### src/caul_cfg.svh
`ifndef CAUL_CFG_SVH
`define CAUL_CFG_SVH

// Channel count and data width
`define CAUL_NUM_CH 8
`define CAUL_DATA_W 32

// Alarm vector bit positions
`define CAUL_ALM_LL 0
`define CAUL_ALM_L 1
`define CAUL_ALM_H 2
`define CAUL_ALM_HH 3
`define CAUL_ALM_RATE 4
`define CAUL_ALM_W 5

// Reset values
`define CAUL_DATA_RST 32'h0000_0000

`endif

### src/caul_pkg.sv
`include "caul_cfg.svh"

package caul_pkg;

  typedef enum logic [3:0] {
    CAUL_CAL_IDLE = 4'h1,
    CAUL_CAL_WAIT_LOW = 4'h2,
    CAUL_CAL_WAIT_HIGH = 4'h4,
    CAUL_CAL_FINISH = 4'h8
  } caul_cal_state_t;

  typedef logic [`CAUL_DATA_W-1:0] caul_word_t;

endpackage : caul_pkg

### src/caul_channel_ctrl.sv
`include "caul_cfg.svh"
`timescale 1ns/10ps
`default_nettype none

module caul_channel_ctrl #(
  parameter bit CAL_VARIANT = 1'b1
) (
  // Clock and reset
  input wire logic clk,
  input wire logic rst_n,
  // Update cycle strobe and connection state
  input wire logic tag_update,
  input wire logic connection_open,
  // Output tag bits
  input wire logic low_low_alarm_clear,
  input wire logic low_level_alarm_clear,
  input wire logic high_level_alarm_clear,
  input wire logic high_high_alarm_clear,
  input wire logic rate_alarm_clear,
  input wire logic [`CAUL_ALM_W-2:0] level_alarm_enable,
  input wire logic rate_alarm_enable,
  input wire logic calibrate,
  input wire logic low_point_trigger,
  input wire logic high_point_trigger,
  input wire logic [`CAUL_DATA_W-1:0] sensor_offset_value,
  // Configuration
  input wire logic channel_alarms_off,
  // Alarm detection results
  input wire logic [`CAUL_ALM_W-1:0] alarm_detect,
  // Measurement
  input wire logic [`CAUL_DATA_W-1:0] measured_value,
  // Alarm and calibration status
  output logic [`CAUL_ALM_W-1:0] alarm_latched,
  output logic [`CAUL_ALM_W-1:0] alarm_active_enable,
  output logic calibrating,
  output logic low_point_cal_pulse,
  output logic high_point_cal_pulse,
  output logic calibration_done_flag,
  output logic calibration_failed,
  // Scaled data
  output logic [`CAUL_DATA_W-1:0] scaled_data
);

  logic [`CAUL_ALM_W-1:0] clr_prev_reg;
  logic [`CAUL_ALM_W-1:0] clr_prev_next;
  logic [`CAUL_ALM_W-1:0] alarm_reg;
  logic [`CAUL_ALM_W-1:0] alarm_next;
  logic [`CAUL_ALM_W-1:0] clr_now;
  logic [`CAUL_ALM_W-1:0] clr_rise;
  logic [`CAUL_ALM_W-1:0] enable_vec;

  logic low_prev_reg;
  logic low_prev_next;
  logic high_prev_reg;
  logic high_prev_next;
  logic low_rise;
  logic high_rise;
  logic low_trig_eff;
  logic high_trig_eff;
  caul_pkg::caul_cal_state_t cal_state_reg;
  caul_pkg::caul_cal_state_t cal_state_next;
  logic done_reg;
  logic done_next;
  logic fail_reg;
  logic fail_next;
  logic low_pulse_reg;
  logic low_pulse_next;
  logic high_pulse_reg;
  logic high_pulse_next;
  caul_pkg::caul_word_t data_reg;
  caul_pkg::caul_word_t data_next;

  // Trigger bits are not present in the plain data variant
  assign low_trig_eff = CAL_VARIANT & low_point_trigger;
  assign high_trig_eff = CAL_VARIANT & high_point_trigger;

  always_comb begin
    clr_now = '0;
    clr_now[`CAUL_ALM_LL] = low_low_alarm_clear;
    clr_now[`CAUL_ALM_L] = low_level_alarm_clear;
    clr_now[`CAUL_ALM_H] = high_level_alarm_clear;
    clr_now[`CAUL_ALM_HH] = high_high_alarm_clear;
    clr_now[`CAUL_ALM_RATE] = rate_alarm_clear;
  end

  // Edges are judged only on update boundaries
  assign clr_rise = tag_update ? (clr_now & ~clr_prev_reg) : '0;
  assign low_rise = tag_update & low_trig_eff & ~low_prev_reg;
  assign high_rise = tag_update & high_trig_eff & ~high_prev_reg;

  always_comb begin
    enable_vec[`CAUL_ALM_W-2:0] = level_alarm_enable & {(`CAUL_ALM_W-1){~channel_alarms_off}};
    enable_vec[`CAUL_ALM_RATE] = rate_alarm_enable & ~channel_alarms_off;
  end

  // Alarm latches: the unlatch edge wins only over an already held alarm; new detection
  // in the same cycle sets again so no event is lost
  always_comb begin
    clr_prev_next = tag_update ? clr_now : clr_prev_reg;
    alarm_next = (alarm_reg & ~clr_rise) | (alarm_detect & enable_vec);
  end

  always_ff @(posedge clk) begin
    if (!rst_n) begin
      clr_prev_reg <= '0;
      alarm_reg <= '0;
    end else begin
      clr_prev_reg <= clr_prev_next;
      alarm_reg <= alarm_next;
    end
  end

  // Calibration sequence
  always_comb begin
    cal_state_next = cal_state_reg;
    done_next = done_reg & connection_open;
    fail_next = fail_reg;
    low_pulse_next = 1'b0;
    high_pulse_next = 1'b0;
    low_prev_next = tag_update ? low_trig_eff : low_prev_reg;
    high_prev_next = tag_update ? high_trig_eff : high_prev_reg;
    case (cal_state_reg)
      caul_pkg::CAUL_CAL_IDLE: begin
        if (tag_update && calibrate && CAL_VARIANT) begin
          cal_state_next = caul_pkg::CAUL_CAL_WAIT_LOW;
          done_next = 1'b0;
          fail_next = 1'b0;
        end
      end
      caul_pkg::CAUL_CAL_WAIT_LOW: begin
        if (tag_update && !calibrate) begin
          cal_state_next = caul_pkg::CAUL_CAL_IDLE;
          fail_next = 1'b1;
        end else if (low_rise) begin
          low_pulse_next = 1'b1;
          cal_state_next = caul_pkg::CAUL_CAL_WAIT_HIGH;
        end
      end
      caul_pkg::CAUL_CAL_WAIT_HIGH: begin
        if (tag_update && !calibrate) begin
          cal_state_next = caul_pkg::CAUL_CAL_IDLE;
          fail_next = 1'b1;
        end else if (high_rise) begin
          high_pulse_next = 1'b1;
          cal_state_next = caul_pkg::CAUL_CAL_FINISH;
        end
      end
      caul_pkg::CAUL_CAL_FINISH: begin
        // Calibrating state is exited once the calibrate bit is released
        if (tag_update && !calibrate) begin
          cal_state_next = caul_pkg::CAUL_CAL_IDLE;
          done_next = connection_open;
        end
      end
      default: begin
        cal_state_next = caul_pkg::CAUL_CAL_IDLE;
      end
    endcase
  end

  always_ff @(posedge clk) begin
    if (!rst_n) begin
      cal_state_reg <= caul_pkg::CAUL_CAL_IDLE;
      done_reg <= 1'b0;
      fail_reg <= 1'b0;
      low_pulse_reg <= 1'b0;
      high_pulse_reg <= 1'b0;
      low_prev_reg <= 1'b0;
      high_prev_reg <= 1'b0;
    end else begin
      cal_state_reg <= cal_state_next;
      done_reg <= done_next;
      fail_reg <= fail_next;
      low_pulse_reg <= low_pulse_next;
      high_pulse_reg <= high_pulse_next;
      low_prev_reg <= low_prev_next;
      high_prev_reg <= high_prev_next;
    end
  end

  // Scaled data, refreshed once per update
  always_comb begin
    data_next = data_reg;
    if (tag_update) begin
      // Carry out of the top bit is dropped on purpose: the sum wraps
      data_next = `CAUL_DATA_W'(measured_value + sensor_offset_value);
    end
  end

  always_ff @(posedge clk) begin
    if (!rst_n) begin
      data_reg <= `CAUL_DATA_RST;
    end else begin
      data_reg <= data_next;
    end
  end

  assign alarm_latched = alarm_reg;
  assign alarm_active_enable = enable_vec;
  assign calibrating = (cal_state_reg != caul_pkg::CAUL_CAL_IDLE);
  assign low_point_cal_pulse = low_pulse_reg;
  assign high_point_cal_pulse = high_pulse_reg;
  assign calibration_done_flag = done_reg;
  assign calibration_failed = fail_reg;
  assign scaled_data = data_reg;

endmodule : caul_channel_ctrl

`default_nettype wire

### config.mk
export PLATFORM = sky130hd
export DESIGN_NAME = caul_channel_ctrl
export DESIGN_NICKNAME = d
export VERILOG_FILES = /design/src/caul_pkg.sv /design/src/caul_channel_ctrl.sv
export VERILOG_INCLUDE_DIRS = /design/src
export SDC_FILE = /design/constraint.sdc
export NUM_CORES = 1
export LEC_CHECK = 0
export BUFFER_PORTS_ARGS = -buffer_cell sky130_fd_sc_hd__buf_2
export CAP_MARGIN = 5
export CORE_UTILIZATION = 30
export CTS_CLUSTER_DIAMETER = 50
export DETAILED_ROUTE_END_ITERATION = 10
export GPL_TIMING_DRIVEN = 0
export PLACE_DENSITY = 0.52
export SLEW_MARGIN = 20
export SYNTH_ARGS = -nofsm -noshare
export SYNTH_HDL_FRONTEND = slang
export SYNTH_SLANG_ARGS = --single-unit
### constraint.sdc
create_clock -name clk -period 3.7 [get_ports clk]
set_input_delay 1.11 -clock clk [delete_from_list [all_inputs] [get_ports clk]]
set_output_delay 1.11 -clock clk [all_outputs]
set_load 0.02 [all_outputs]
==> flow_metrics.tcl <==
set metrics [dict create \
    final_cell_mix "buf_2, dfxtp_1, nor2_1" \
    die_h_um 115 \
    synth_top_family_by_area "compound AO/OA/AOI/OAI gates" \
    max-cap-violations 0 \
    ys_warn_count 0 \
    numCtsBuffers 5 \
    syn_area_um2 3850 \
    worstPathRequired_ns 3.88 \
    synth_cells 468 \
    cellPowerDensity_nw_per_um2 361 \
    viasPerCell 4.97 \
    ios 134 \
    postLayoutCoreUtil_pct 38.8 \
    cellLeakagePower_nw 2.27 \
    clk-insertion-delay-late_ns 0.29 \
    yosysSeqAreaShare_pct 27.0 \
    synth_simple_gate_area_share_pct 20.4 \
    finalNetCount 727 \
    antenna_found_initial 0 \
    setup_viol 0 \
    clock_skew_ns 0.00578 \
    cts_setup_buffers 0 \
    initial_utilization_pct 30.7 \
    grt_pass1_wl_mm 18.1 \
    cts_max_level 2 \
    critPathMaxFanout 5 \
    fp.dieW_um 115 \
    synth_flop_cell "dfxtp_1" \
    max-vdd-ir-drop_mv 0.167 \
    yosysTopAreaCellShare_pct 27.0 \
    muxShareOfSynthArea_pct 4.93 \
    vias 3878 \
    route.detailed.drc 0 \
    grt_use_total_pct 17.3 \
    timing.slew.headroom_pct 56.1 \
    postCtsHoldBufs 0 \
    avgSynthCellArea_um2 8.24 \
    clk_path_buf_depth 2 \
    synthXorXnorAreaFrac_pct 6.36 \
    synth_seq_cells 52 \
    placed_cell_area_um2 4740 \
    cp.arrival_ns 3.45 \
    rsz0062_at_grt "no" \
    crit_path_end_kind "flip-flop" \
    drive_gt1_share_pct 28.9 \
    ant_nets 0 \
    finalSetupTns_ns 0 \
    cts.sinks 52 \
    finalWirelength_mm 11.3 \
    slowest_stage "fa_1" \
    hold_viol 0 \
    path_cells "buf_2 > ha_1 > fa_1 > a21o_1 > a221oi_4 > a211oi_2 > o31ai_4 > o21bai_2 > xnor2_1 > o21ai_1" \
    synth_area_leader_cell "dfxtp_1" \
    rows 41 \
    clkTransAtPathRegs_ns 0.07 \
    ys_top_cells_by_area "dfxtp_1, ha_1, mux2i_1" \
    cpPeakStageDelay_ns 0.41 \
    grt_overflow_total 0 \
    synth-adder-area-share_pct 10.6 \
    dpl.hpwl_mm 9.17 \
    synth_compound_area_share_pct 26.3 \
    crit_type "input port to flip-flop" \
    min_period_over_period_pct 88.4 \
    tightest_slew_ns 0.658 \
    cts_tree "done" \
    antenna_cells 0 \
    stdcell_area_um2 4880 \
    crit_path_start_kind "input port" \
    max_freq_mhz 306 \
    final_common_cell "buf_2" \
    routedWlPerCell_um 14.5 \
    run_status "finished clean" \
    syn_to_final_growth_pct 26.6 \
    fin_crit_ns 3.27 \
    firstDrtPassIters 4 \
    clockRootBuffer "clkbuf_16" \
    largest_reg_flops 32 \
    ys_types 65 \
    die_area_um2 13300 \
    ys_async_sr_fraction_pct 0 \
    min_path_type "flip-flop to flip-flop" \
    nFillCells 1328 \
    grt_max_degree 18 \
    ctsResizeCount 0 \
    timing.hold.ws_ns 0.450 \
    grt_pass1_vias 3624 \
    dr.first_iter.drc_count 258 \
    synth_enable_flop_cells 0 \
    synthesis.nets 587 \
    design_power_total_mw 1.76 \
    place_congestion 0.852 \
    portBuffers 133 \
    core_um2 12600 \
    drv_slew 0 \
]
## power breakdown
group / switching (mW) / internal, mW / leakage [nW]
Sequential: 0.0322 / 0.610 / 0.428
Combinational: 0.385 / 0.263 / 1.77
Clock: 0.218 / 0.252 / 0.0702
## per-layer routing
metal | track usage [%] | up-vias | routed length, um
met5 | 0 | - | 0
met4 | 4.68 | 0 | 150
met3 | 1.85 | 11 | 508
met2 | 28.9 | 99 | 5320
met1 | 23.5 | 1770 | 5370
li1 | - | 1998 | -
## cells by family (layout without fill, tap and decap cells)
family                     after synthesis  after routing
adders and majority gates               32             32
and+or+nand+nor                        158            158
DFF                                     52             52
muxes                                   19             19
AOI/OAI and AO/OA                      146            146
xor gates and xnor gates                28             28
buffers and inverters                   33            174
## cell type report
cell class	count	area [um2]	area share [%]
Clock buffer	5	125	2.56
Sequential cell	52	1040	21.3
Multi-Input combinational cell	383	2650	54.2
Inverter	7	26.3	0.538
Clock inverter	3	21.3	0.436
Buffer	26	143	2.92
Timing Repair Buffer	133	666	13.6
Tap cell	172	215	4.41
## per-stage QoR
step,instances,setup WS [ns]
final,781,0.429
after global routing,781,0.282
after CTS,781,0.421
after detailed placement,773,0.112
after global placement,773,0.0945
after floorplan,468,0.593
## cells in the mapped netlist, drive strengths merged, types with 7 or more instances
master / n
dfxtp: 52
nor2: 49
o21ai: 42
nand2: 40
a21oi: 34
ha: 31
mux2i: 19
buf: 16
xnor2: 16
nand4: 14
xor2: 12
clkbuf: 10
o21a: 10
nor2b: 9
a211oi: 8
a21o: 8
nand3: 8
nand3b: 8
a31oi: 7
and3: 7
inv: 7
## worst max-delay path, delay by kind of cell
| family | cells | cell delay (ns) |
|---|---|---|
| buffers and inverters | 1 | 0.10 |
| xor gates and xnor gates | 1 | 0.22 |
| AOI/OAI and AO/OA | 6 | 1.39 |
| adders and majority gates | 2 | 0.62 |
## final timing paths
kind / from / depth (start not counted) / slack [ns] / endpoint
hold / removal: scaled_data[24] / 2 / 0.45 / scaled_data[24]
setup reg to reg: cal_state_reg[0] / 6 / 1.92 / cal_state_reg[0]
hold reg to reg: scaled_data[24] / 2 / 0.45 / scaled_data[24]
setup / recovery: sensor_offset_value[0] / 10 / 0.43 / scaled_data[24]
No activity file was read; power rests on OpenSTA's default activity.
